## src/rtl/blsc_pkg.sv

```systemverilog
// package of constants and types for the button and indicator state controller
`default_nettype none
package blsc_pkg;
  localparam int unsigned CLK_HZ          = 25000000;
  localparam int unsigned PAUSE_OFF_MIN   = 15;
  localparam int unsigned HOLD_RESET_S    = 5;
  localparam int unsigned PAUSE_FLASH_S   = 3;
  localparam int unsigned GROUP_WIN_MS    = 400;
  localparam int unsigned DEBOUNCE_MS     = 10;
  localparam int unsigned FAST_BLINK_MS   = 100;
  localparam int unsigned SLOW_BLINK_MS   = 500;
  localparam int unsigned FLASH_ON_MS     = 100;
  localparam int unsigned PAIR_GAP_MS     = 1000;
  localparam int unsigned PAIR_FLASHES    = 5;
  localparam int unsigned OFF_PRESSES     = 3;
  localparam int unsigned PAIR_PRESSES    = 5;
  // cycle counts derived from the times above
  localparam longint unsigned PAUSE_OFF_CYC = longint'(PAUSE_OFF_MIN) * 60 * CLK_HZ;
  localparam longint unsigned HOLD_CYC      = longint'(HOLD_RESET_S) * CLK_HZ;
  localparam longint unsigned PFLASH_CYC    = longint'(PAUSE_FLASH_S) * CLK_HZ;
  localparam longint unsigned GROUP_CYC     = longint'(GROUP_WIN_MS) * (CLK_HZ / 1000);
  localparam longint unsigned DEB_CYC       = longint'(DEBOUNCE_MS) * (CLK_HZ / 1000);
  localparam longint unsigned FAST_CYC      = longint'(FAST_BLINK_MS) * (CLK_HZ / 1000);
  localparam longint unsigned SLOW_CYC      = longint'(SLOW_BLINK_MS) * (CLK_HZ / 1000);
  localparam longint unsigned FLON_CYC      = longint'(FLASH_ON_MS) * (CLK_HZ / 1000);
  localparam longint unsigned GAP_CYC       = longint'(PAIR_GAP_MS) * (CLK_HZ / 1000);
  localparam int unsigned CW = 36;
  localparam logic [3:0] PRESS_RST = 4'h0;

  typedef enum logic [2:0] {ST_OFF, ST_SEARCH, ST_PAUSED, ST_SWEEP, ST_PAIR, ST_CHARGE} blsc_state_e;

  typedef struct packed {
    logic       req;
    logic [7:0] data;
  } blsc_msg_s;

  typedef struct packed {
    blsc_state_e     st;
    logic            btn_q;
    logic [CW-1:0]   deb_cnt;
    logic [CW-1:0]   hold_cnt;
    logic            held_long;
    logic [3:0]      presses;
    logic [CW-1:0]   grp_cnt;
    logic [CW-1:0]   idle_cnt;
    logic [CW-1:0]   led_cnt;
    logic [3:0]      flash_no;
    logic            led;
    logic            power;
    logic            rst_pulse;
    logic            meas_go;
    logic            pair_go;
    blsc_msg_s       to_host;
    blsc_msg_s       to_sensor;
  } blsc_reg_s;
endpackage : blsc_pkg
`default_nettype wire

```

## src/rtl/blsc_ctrl.sv

```systemverilog
// button and indicator state controller of the measurement unit
// Function
// - when off, a single press powers up and enters network search
// - search blinks LED rapidly; established host link lights LED steady
// - single press while sweep enabled pauses and blocks measurement triggers
// - paused state flashes LED once every 3 seconds
// - paused longer than 15 minutes powers off; single press restarts
// - single press while paused returns to sweep enabled
// - connected and sweep enabled keeps LED steadily lit
// - host link loss while sweep enabled returns to search with rapid blinking
// - five rapid presses enter re-pairing with groups of five flashes
// - sensor also gets five presses; flashing groups continue until paired
// - button held 5 seconds then released performs a reset
// - all host and sensor traffic is relayed through this unit
// - charging while off blinks slowly, steady when full, measurements inhibited
`default_nettype none
module blsc_ctrl
  import blsc_pkg::*;
#(
  parameter longint unsigned PAUSE_OFF_CYCLES = PAUSE_OFF_CYC,
  parameter longint unsigned HOLD_CYCLES      = HOLD_CYC,
  parameter longint unsigned PFLASH_CYCLES    = PFLASH_CYC,
  parameter longint unsigned GROUP_CYCLES     = GROUP_CYC,
  parameter longint unsigned DEB_CYCLES       = DEB_CYC,
  parameter longint unsigned FAST_CYCLES      = FAST_CYC,
  parameter longint unsigned SLOW_CYCLES      = SLOW_CYC,
  parameter longint unsigned FLON_CYCLES      = FLON_CYC,
  parameter longint unsigned GAP_CYCLES       = GAP_CYC
)(
  input  wire logic              mclk,
  input  wire logic              resetn,
  input  wire logic              button,
  input  wire logic              host_link,
  input  wire logic              charging,
  input  wire logic              charge_full,
  input  wire logic              pair_done,
  input  wire logic              host_meas_req,
  input  wire blsc_pkg::blsc_msg_s host_rx,
  input  wire blsc_pkg::blsc_msg_s sensor_rx,
  output logic                   led,
  output logic                   power_en,
  output logic                   unit_reset,
  output logic                   meas_trigger,
  output logic                   pair_start,
  output blsc_pkg::blsc_state_e  state,
  output blsc_pkg::blsc_msg_s    host_tx,
  output blsc_pkg::blsc_msg_s    sensor_tx
);
  import blsc_pkg::*;

  localparam logic [CW-1:0] PAUSE_OFF_N = CW'(PAUSE_OFF_CYCLES);
  localparam logic [CW-1:0] HOLD_N      = CW'(HOLD_CYCLES);
  localparam logic [CW-1:0] PFLASH_N    = CW'(PFLASH_CYCLES);
  localparam logic [CW-1:0] GROUP_N     = CW'(GROUP_CYCLES);
  localparam logic [CW-1:0] DEB_N       = CW'(DEB_CYCLES);
  localparam logic [CW-1:0] FAST_N      = CW'(FAST_CYCLES);
  localparam logic [CW-1:0] SLOW_N      = CW'(SLOW_CYCLES);
  localparam logic [CW-1:0] FLON_N      = CW'(FLON_CYCLES);
  localparam logic [CW-1:0] GAP_N       = CW'(GAP_CYCLES);
  localparam logic [3:0]    N_OFF       = 4'(OFF_PRESSES);
  localparam logic [3:0]    N_PAIR      = 4'(PAIR_PRESSES);
  localparam logic [3:0]    N_FLASH     = 4'(PAIR_FLASHES);

  blsc_reg_s r_q;
  blsc_reg_s r_d;

  logic press_ev;
  logic release_ev;
  logic group_done;
  logic single_p;
  logic triple_p;
  logic five_p;

  always_comb
  begin
    r_d            = r_q;
    r_d.rst_pulse  = 1'b0;
    r_d.meas_go    = 1'b0;
    r_d.pair_go    = 1'b0;
    press_ev       = 1'b0;
    release_ev     = 1'b0;
    // debounce: a level change must stay stable for the whole filter time
    if (button != r_q.btn_q)
    begin
      if (r_q.deb_cnt >= DEB_N - 1'b1)
      begin
        r_d.btn_q   = button;
        r_d.deb_cnt = '0;
        press_ev    = button;
        release_ev  = ~button;
      end
      else
        r_d.deb_cnt = r_q.deb_cnt + 1'b1;
    end
    else
      r_d.deb_cnt = '0;

    // long hold detection; a long hold never counts as a press
    if (press_ev)
    begin
      r_d.hold_cnt  = '0;
      r_d.held_long = 1'b0;
    end
    else if (r_q.btn_q && !r_q.held_long)
    begin
      if (r_q.hold_cnt >= HOLD_N - 1'b1)
        r_d.held_long = 1'b1;
      else
        r_d.hold_cnt = r_q.hold_cnt + 1'b1;
    end

    // press grouping window restarts on every press
    group_done = 1'b0;
    if (press_ev)
    begin
      r_d.presses = (r_q.presses == 4'hf) ? r_q.presses : r_q.presses + 1'b1;
      r_d.grp_cnt = '0;
    end
    else if (r_q.presses != PRESS_RST && !r_q.btn_q)
    begin
      if (r_q.grp_cnt >= GROUP_N - 1'b1)
      begin
        group_done  = 1'b1;
        r_d.presses = PRESS_RST;
        r_d.grp_cnt = '0;
      end
      else
        r_d.grp_cnt = r_q.grp_cnt + 1'b1;
    end
    single_p = group_done && r_q.presses == 4'h1 && !r_q.held_long;
    triple_p = group_done && r_q.presses == N_OFF;
    five_p   = group_done && r_q.presses == N_PAIR;

    r_d.led_cnt = r_q.led_cnt + 1'b1;
    r_d.idle_cnt = '0;

    case (r_q.st)
      ST_OFF:
      begin
        r_d.power = 1'b0;
        r_d.led   = 1'b0;
        if (charging)
          r_d.st = ST_CHARGE;
        else if (single_p)
        begin
          r_d.st    = ST_SEARCH;
          r_d.power = 1'b1;
        end
      end
      ST_SEARCH:
      begin
        if (r_q.led_cnt >= FAST_N - 1'b1)
        begin
          r_d.led     = ~r_q.led;
          r_d.led_cnt = '0;
        end
        if (host_link)
        begin
          r_d.st  = ST_SWEEP;
          r_d.led = 1'b1;
        end
      end
      ST_SWEEP:
      begin
        r_d.led = 1'b1;
        if (!host_link)
          r_d.st = ST_SEARCH;
        else if (single_p)
          r_d.st = ST_PAUSED;
        else if (host_meas_req)
          r_d.meas_go = 1'b1;
      end
      ST_PAUSED:
      begin
        // flash briefly at the start of each 3 s frame
        r_d.led = (r_q.led_cnt < FLON_N);
        if (r_q.led_cnt >= PFLASH_N - 1'b1)
          r_d.led_cnt = '0;
        r_d.idle_cnt = r_q.idle_cnt + 1'b1;
        if (r_q.idle_cnt >= PAUSE_OFF_N)
          r_d.st = ST_OFF;
        else if (single_p)
          r_d.st = ST_SWEEP;
      end
      ST_PAIR:
      begin
        // five short flashes then a long dark gap, until pairing ends
        if (r_q.flash_no < N_FLASH)
        begin
          r_d.led = (r_q.led_cnt < FLON_N);
          if (r_q.led_cnt >= (FLON_N << 1) - 1'b1)
          begin
            r_d.led_cnt  = '0;
            r_d.flash_no = r_q.flash_no + 1'b1;
          end
        end
        else
        begin
          r_d.led = 1'b0;
          if (r_q.led_cnt >= GAP_N - 1'b1)
          begin
            r_d.led_cnt  = '0;
            r_d.flash_no = '0;
          end
        end
        if (pair_done)
          r_d.st = host_link ? ST_SWEEP : ST_SEARCH;
      end
      ST_CHARGE:
      begin
        if (charge_full)
          r_d.led = 1'b1;
        else if (r_q.led_cnt >= SLOW_N - 1'b1)
        begin
          r_d.led     = ~r_q.led;
          r_d.led_cnt = '0;
        end
        if (!charging)
          r_d.st = r_q.power ? ST_SEARCH : ST_OFF;
      end
      default:
        r_d.st = ST_OFF;
    endcase

    // bursts that apply in every powered state
    if (r_q.st != ST_OFF && r_q.st != ST_CHARGE)
    begin
      if (triple_p)
      begin
        r_d.st    = ST_OFF;
        r_d.power = 1'b0;
        r_d.led   = 1'b0;
      end
      else if (five_p)
      begin
        r_d.st       = ST_PAIR;
        r_d.pair_go  = 1'b1;
        r_d.flash_no = '0;
        r_d.led_cnt  = '0;
      end
    end
    if (r_d.st != r_q.st && r_d.st != ST_PAIR)
      r_d.led_cnt = '0;

    // long hold then release resets the unit and, when powered, restarts the search
    if (release_ev && r_q.held_long)
    begin
      r_d.rst_pulse = 1'b1;
      r_d.held_long = 1'b0;
      r_d.presses   = PRESS_RST;
      if (r_q.power)
        r_d.st = ST_SEARCH;
    end

    // relay: this unit is the only path between host and sensor
    r_d.to_sensor = host_rx;
    r_d.to_host   = sensor_rx;
  end
  always_ff @(posedge mclk)
  begin
    if (!resetn)
      r_q <= '0; // all zero is ST_OFF with power released
    else
      r_q <= r_d;
  end

  assign led          = r_q.led;
  assign power_en     = r_q.power;
  assign unit_reset   = r_q.rst_pulse;
  assign meas_trigger = r_q.meas_go;
  assign pair_start   = r_q.pair_go;
  assign state        = r_q.st;
  assign host_tx      = r_q.to_host;
  assign sensor_tx    = r_q.to_sensor;
endmodule : blsc_ctrl
`default_nettype wire

```

## config.mk

```make
export PLATFORM = sky130hd
export DESIGN_NAME = blsc_ctrl
export DESIGN_NICKNAME = d
export VERILOG_FILES = /design/src/rtl/blsc_pkg.sv /design/src/rtl/blsc_ctrl.sv
export SDC_FILE = /design/constraint.sdc
export NUM_CORES = 1
export LEC_CHECK = 0
export ABC_AREA = 0
export BUFFER_PORTS_ARGS = -buffer_cell sky130_fd_sc_hd__buf_2
export CORE_AREA = 2 2 170 172
export DETAILED_ROUTE_END_ITERATION = 12
export DIE_AREA = 0 0 172 174
export PLACE_DENSITY = 0.59
export SLEW_MARGIN = 25
export SYNTH_ARGS = -nofsm -noshare
export SYNTH_HDL_FRONTEND = slang
export SYNTH_SLANG_ARGS = --single-unit
```

## constraint.sdc

```tcl
create_clock -name mclk -period 5.4 [get_ports mclk]
set_input_delay 0 -clock mclk [delete_from_list [all_inputs] [get_ports mclk]]
set_output_delay 0 -clock mclk [all_outputs]
set_load 0.02 [all_outputs]
```

==> reports/metrics.cfg, run 1 <==
[detailed_routing]
drtIter0Drc=449
num_vias=8191
final_antenna_net_count=0
wl_per_cell_um=13.0
drc=0
dr.pass1.iters=5
wirelength_um=21200
viasPerCell=5.02

[grt]
grt_max_degree=41
grt_overflow=0
antenna_found_initial=1
grt_pass1_wl_um=36400
grtUsageTotal_pct=14.2
first_global_vias=7696

[die]
coreArea_um2=28200
die_w_um=172
rows=62
dieArea_um2=29900
fp.dieH_um=174
start_util_pct=36.3
pin_count=52

[worst_setup_path]
worstSetupPathType=register to register
critPathMaxStageDelay_ns=0.72
critPathTopFamily=compound AO/OA/AOI/OAI gates
crit_path_cell_trace=ha_1, nand4_1, o211ai_1, a221oi_2, a211oi_2, nand2_1, mux2i_1, o41a_4, nor4_2
worstPathArrival_ns=3.71
cp-start-kind=register
end_kind=register
path_buf_inv=0
required_ns=5.82
critPathSlowestCell=o41a_4
cp_max_fo=36
r2r_slack_ns=2.11

[clock_network]
cts.path.max_buffers=3
cts_setup_buffers=0
cts_sinks=216
clk_pin_slew_worst_paths_ns=0.06
cts_buffers=24
clockRootBuffer=clkbuf_16
clkLatencyLatePin_ns=0.52
h-tree-depth=1
cts_tree=yes

[placement]
dp_cells=1563
dpl.hpwl_um=14000
gp_congestion=0.859
numPortBuffers=51

[power_and_ir_drop]
p_per_area_nw_per_um2=318
power_w=0.00375
peakVddDrop_mv=0.214
leakage_nw=4.03

[cells_and_area]
instances_no_fill=1631
multi_input_area_um2=5500
drive_gt1_share_pct=12.0
fillCellCount=2870
finish.utilization_pct=41.7
seq_area_um2=4320
area_growth_pct=14.9
nets=1266

[synthesis]
yosys-top-cells-count=216 x dfxtp_1, 156 x nor2_1, 85 x nand2_1
yosysMostFrequentCell=dfxtp_1
synthAdderAreaFrac_pct=1.34
synth_seq_cells=216
yosysWarnings=0
synthFlopType=dfxtp_1
ys_seq_area_share_pct=42.2
ys_types=72
synth_top_area_share_pct=42.2
synth_compound_area_share_pct=11.2
synth_top_family_by_area=simple AND/OR/NAND/NOR gates
yosys.area_share.simple_pct=29.7
synth_area_leader_cell=dfxtp_1
synthXorXnorAreaFrac_pct=9.66
synthArstFlopShare_pct=0
synth_edf_count=0
syn_inst=1183
synthTopCellsByArea=dfxtp_1 42%, nor2_1 5.7%, xor2_1 5.6%
synth_mux_area_share_pct=0.794
syn-cell-area_um2=10200
synth.avg_cell_area_um2=8.66

[sta]
timing.fmax_ghz=0.304
skew_ns=0.0177
hold_viol_final=0
max_slew.worst_pin.slew_ns=0.840
rsz0062_at_grt=no
fin_crit_ns=3.29
whs_ns=0.0706
max_slew_margin_pct=43.6
tns_ns=0
setup_viol=0
layout_worst_path_cycle_share_pct=60.9
slew_violations=0

[status]
status=complete, no violations

[worst_hold_path]
hold_path.class=primary input to register

[job]
maxCapViolCount=0

## cell type report
type,instances,share of cell area [%]
clock buffers,27,5.46
multi-input cells,877,46.7
well taps,384,4.08
diodes,1,0.0213
clock inverters,16,1.46
inverters,29,0.924
repair buffers,81,4.59
flip-flops and latches,216,36.7
## cell usage in the layout, fill, tap and decap left out, types with 5 or more instances in the layout
cell,count
a2111oi_0,5
a211oi_1,5
a21o_1,8
a21oi_1,50
a31oi_1,7
and2_1,33
and3_1,31
and4_1,8
buf_2,51
buf_4,6
clkbuf_16,25
clkinv_2,8
conb_1,18
dfxtp_1,216
dlygate4sd3_1,24
ha_1,11
inv_1,29
mux2i_1,7
nand2_1,85
nand3_1,67
nand4_1,30
nor2_1,156
nor2b_1,9
nor3_1,27
nor4_1,28
nor4_2,29
nor4b_1,6
o211ai_1,7
o21ai_0,33
o31ai_1,8
or3_1,16
or4_1,8
xnor2_1,48
xor2_1,65
## power by group
group	switching, W	total (W)	internal, W	leakage, nW
sequential	0.0000414	0.00167	0.00162	1.75
combinational	0.000292	0.000416	0.000124	1.87
clock	0.000662	0.00167	0.00100	0.403
## worst register-to-register path: cells and delay by family (launching register included)
family / cells / cell delay [ns]
flip-flops: 1 / 0.38
AO/OA/AOI/OAI: 4 / 1.63
adder cells (fa/ha/maj): 1 / 0.21
multiplexers: 1 / 0.17
AND/OR/NAND/NOR: 3 / 0.81
## metrics by stage
step / setup slack, ns / cell area (um^2)
floorplan: 2.65 / 10300
global placement: 2.02 / 10700
detailed placement: 1.89 / 10700
CTS: 1.89 / 11800
global route: 1.81 / 11800
finish: 2.11 / 11800
## state kept, by name, indices dropped and copies added (netlist names)
signal and cells:
meas_trigger 1, led 1, host_tx 9, power_en 1
sensor_tx 9, r_q 190, unit_reset 1, state 3
pair_start 1
## per-layer routing
layer | GRT usage [%] | routed length [um] | part of all wire (%)
met1 | 19.7 | 10600 | 50
met2 | 23.0 | 9330 | 44
met3 | 2.62 | 871 | 4.1
met4 | 3.19 | 403 | 1.9
met5 | 0 | 0 | 0
## logic make-up after synthesis
family,Yosys count
AO/OA/AOI/OAI,170
other,1
AND/OR/NAND/NOR,557
flip-flops,216
multiplexers,8
adder cells (fa/ha/maj),11
buffers and inverters,107
XOR/XNOR,113
## worst paths after layout
path | from | end | cells past startpoint
worst max-delay path | r_q[99] | r_q[34] | 9
worst min-delay path | charge_full | led | 5
worst max register to register | r_q[99] | r_q[34] | 9
worst min register to register | r_q[176] | r_q[176] | 1
## timing repair
item,in CTS,in global routing
hold endpoints to repair,28,0
hold buffers,24,0
resized for setup,0,0
Power figures use the tool's default switching activity.
==> run 2, diff against run 1 <==
- ABC_AREA: 0 -> 1
- CORE_AREA: 2 2 170 172 -> 2 2 178 180
- DIE_AREA: 0 0 172 174 -> 0 0 180 182
- clock period: 5.4 -> 3.4 ns (I/O delays scaled with it)
==> reports/metrics.cfg, run 2 <==
[status]
status=complete, no violations  ; unchanged

[worst_setup_path]
end_kind=register  ; unchanged
worstPathArrival_ns=3.21  ; was 3.71 ns
required_ns=3.77  ; was 5.82 ns
r2r_slack_ns=0.55  ; was 2.11 ns
r2r_cells=11  ; was 9
worstSetupPathType=register to register  ; unchanged
rr_startpoint=r_q[135]  ; was r_q[99]
cp_max_fo=13  ; was 36
reg2reg_to=r_q[120]  ; was r_q[34]
cp-startpoint=r_q[135]  ; was r_q[99]
cp-start-kind=register  ; unchanged
endpoint=r_q[120]  ; was r_q[34]

[detailed_routing]
final_antenna_net_count=0  ; unchanged
wl_per_cell_um=12.0  ; was 13.0 um
viasPerCell=4.76  ; was 5.02
drtIter0Drc=508  ; was 449
drc=0  ; unchanged
wirelength_um=25200  ; was 21200 um
num_vias=9988  ; was 8191
dr.pass1.iters=6  ; was 5

[die]
dieArea_um2=32800  ; was 29900 um^2
fp.dieH_um=182  ; was 174 um
coreArea_um2=31000  ; was 28200 um^2
pin_count=52  ; unchanged
die_w_um=180  ; was 172 um
rows=65  ; was 62
start_util_pct=36.3  ; about the same

[placement]
dp_slack_ns=0.556  ; was 1.89 ns
gp_congestion=0.917  ; was 0.859
numPortBuffers=51  ; unchanged
place_area_um2=11800  ; was 10700 um^2
dpl.hpwl_um=17900  ; was 14000 um

[synthesis]
synthTopCellsByArea=dfxtp_1 38%, nand2_1 10%, nor2_1 7.4%  ; was dfxtp_1 42%, nor2_1 5.7%, xor2_1 5.6%
synth_top_area_share_pct=38.5  ; was 42.2%
syn-cell-area_um2=11200  ; was 10200 um^2
ys_types=52  ; was 72
synthArstFlopShare_pct=0  ; unchanged
synth.avg_cell_area_um2=7.06  ; was 8.66 um^2
yosys-top-cells-count=313 x nand2_1, 223 x nor2_1, 216 x dfxtp_1  ; was 216 x dfxtp_1, 156 x nor2_1, 85 x nand2_1
synth_area_leader_cell=dfxtp_1  ; unchanged
yosysMostFrequentCell=nand2_1  ; was dfxtp_1
yosysWarnings=0  ; unchanged
synth_edf_count=0  ; unchanged
synth_seq_cells=216  ; unchanged
synthFlopType=dfxtp_1  ; unchanged
syn_inst=1591  ; was 1183
ys_seq_area_share_pct=38.5  ; was 42.2%

[clock_network]
cts_buffers=25  ; was 24
cts.path.max_buffers=3  ; unchanged
clk_pin_slew_worst_paths_ns=0.06  ; about the same
cts_hold_buf=39  ; was 24
clockRootBuffer=clkbuf_16  ; unchanged
h-tree-depth=1  ; unchanged
cts_tree=yes  ; unchanged
post_cts_resized=0  ; unchanged
clkLatencyLatePin_ns=0.53  ; was 0.52 ns
cts_setup_buffers=0  ; unchanged
cts_sinks=216  ; unchanged

[grt]
grt_overflow=0  ; unchanged
grt_pass1_wl_um=43100  ; was 36400 um
grt_max_degree=37  ; was 41
antenna_found_initial=0  ; was 1
grtUsageTotal_pct=15.3  ; was 14.2%
first_global_vias=9518  ; was 7696

[job]
maxCapViolCount=0  ; unchanged

[power_and_ir_drop]
p_per_area_nw_per_um2=469  ; was 318 nW/um^2
power_w=0.00608  ; was 0.00375 W
leakage_nw=4.69  ; was 4.03 nW
peakVddDrop_mv=0.408  ; was 0.214 mV

[cells_and_area]
antenna_cells=0  ; was 1
final_area_um2=13000  ; was 11800 um^2
largest_reg_flops=190  ; unchanged
top_register=r_q  ; unchanged
area_growth_pct=15.3  ; was 14.9%
final_common_cell=nand2_1  ; was dfxtp_1
drive_gt1_share_pct=12.8  ; was 12.0%
most-common-layout-cells=313 x nand2_1, 223 x nor2_1, 216 x dfxtp_1, 199 x inv_1, 85 x nand3_1  ; was 216 x dfxtp_1, 156 x nor2_1, 85 x nand2_1, 67 x nand3_1, 65 x xor2_1
nets=1715  ; was 1266

[sta]
layout_worst_path_cycle_share_pct=83.8  ; was 60.9%
hold_viol_final=0  ; unchanged
skew_ns=0.0283  ; was 0.0177 ns
max_slew.worst_pin.slew_ns=0.718  ; was 0.840 ns
whs_ns=0.0364  ; was 0.0706 ns
setup_viol=0  ; unchanged
slew_violations=0  ; unchanged
rsz0062_at_grt=no  ; unchanged
timing.fmax_ghz=0.351  ; was 0.304 GHz
fin_crit_ns=2.85  ; was 3.29 ns
tns_ns=0  ; unchanged
max_slew_margin_pct=51.7  ; was 43.6%
setup_ws_ns=0.551  ; was 2.11 ns

[worst_hold_path]
hold_path.class=primary input to register  ; unchanged

run 2: changes by cell type in the layout (fill, tap and decap cells not counted), sizes merged, moves of 39 or more:
cell,before,now
inv,30,218
nand2,85,326
nor2,156,278
nor3,27,84
nor4,59,15
xnor2,48,9
run 2: report_power, final:
part	total, W	internal, W	switching [W]
sequential	0.00264	0.00259	0.0000503
clock	0.00252	0.00148	0.00104
combinational	0.000923	0.000249	0.000674
run 2: cells by family (layout without fill, tap and decap cells):
logic type / count (synthesis) / in the layout / synth area share, %
and+or+nand+nor: 893 / 893 / 38.9
buffers and inverters: 276 / 365 / 10.5
DFF: 216 / 216 / 38.5
AOI/OAI and AO/OA: 154 / 154 / 7.79
xor gates and xnor gates: 40 / 40 / 3.12
adders and majority gates: 11 / 11 / 1.22
other: 1 / 18 / 0.0334
run 2: layout make-up:
type / instances / area, um^2
clock inverter: 10 / 58.8
tap: 402 / 503
multi-input combinational: 1116 / 5800
clock buffer: 36 / 727
sequential: 216 / 4320
timing repair buffer: 99 / 713
inverter: 220 / 826
fill: 3131 / 18000
run 2: how the worst min path moves through the flow:
stage                            start           end  slack, ns  cells after the start
after floorplan           sensor_rx[0]    host_tx[0]        0.1                      2
after global placement    sensor_rx[1]    host_tx[1]       0.18                      3
after detailed placement    host_rx[4]  sensor_tx[4]       0.19                      3
after CTS                       resetn    host_tx[6]     0.0002                      3
after global routing            resetn       r_q[23]       0.06                      3
final                           resetn    host_tx[6]       0.04                      3
run 2: critical path, stage by stage (launching register included):
cell and delay, ns:
dfxtp_1 0.37, inv_1 0.09, ha_1 0.23, a21oi_4 0.35, nand4_1 0.26, nor3_2 0.29
nand4_1 0.21, nor2_2 0.19, nand4_1 0.20, nor4_2 0.30, or2_2 0.17, a21oi_1 0.05
run 2: metal layers:
layer | track usage (%) | vias to the layer above | part of all wire [%] | wire [um]
li1 | - | 5266 | - | -
met1 | 19.6 | 4514 | 47 | 11900
met5 | 0 | - | 0 | 0
met3 | 2.35 | 54 | 3.7 | 931
met4 | 5.53 | 0 | 2.9 | 730
met2 | 26.0 | 154 | 46 | 11600
run 2: stage by stage:
step	util [%]	cells
final	41.8	2099
after global routing	41.8	2099
after CTS	41.8	2099
after detailed placement	38.0	2014
after global placement	38.0	2014
after floorplan	-	1608
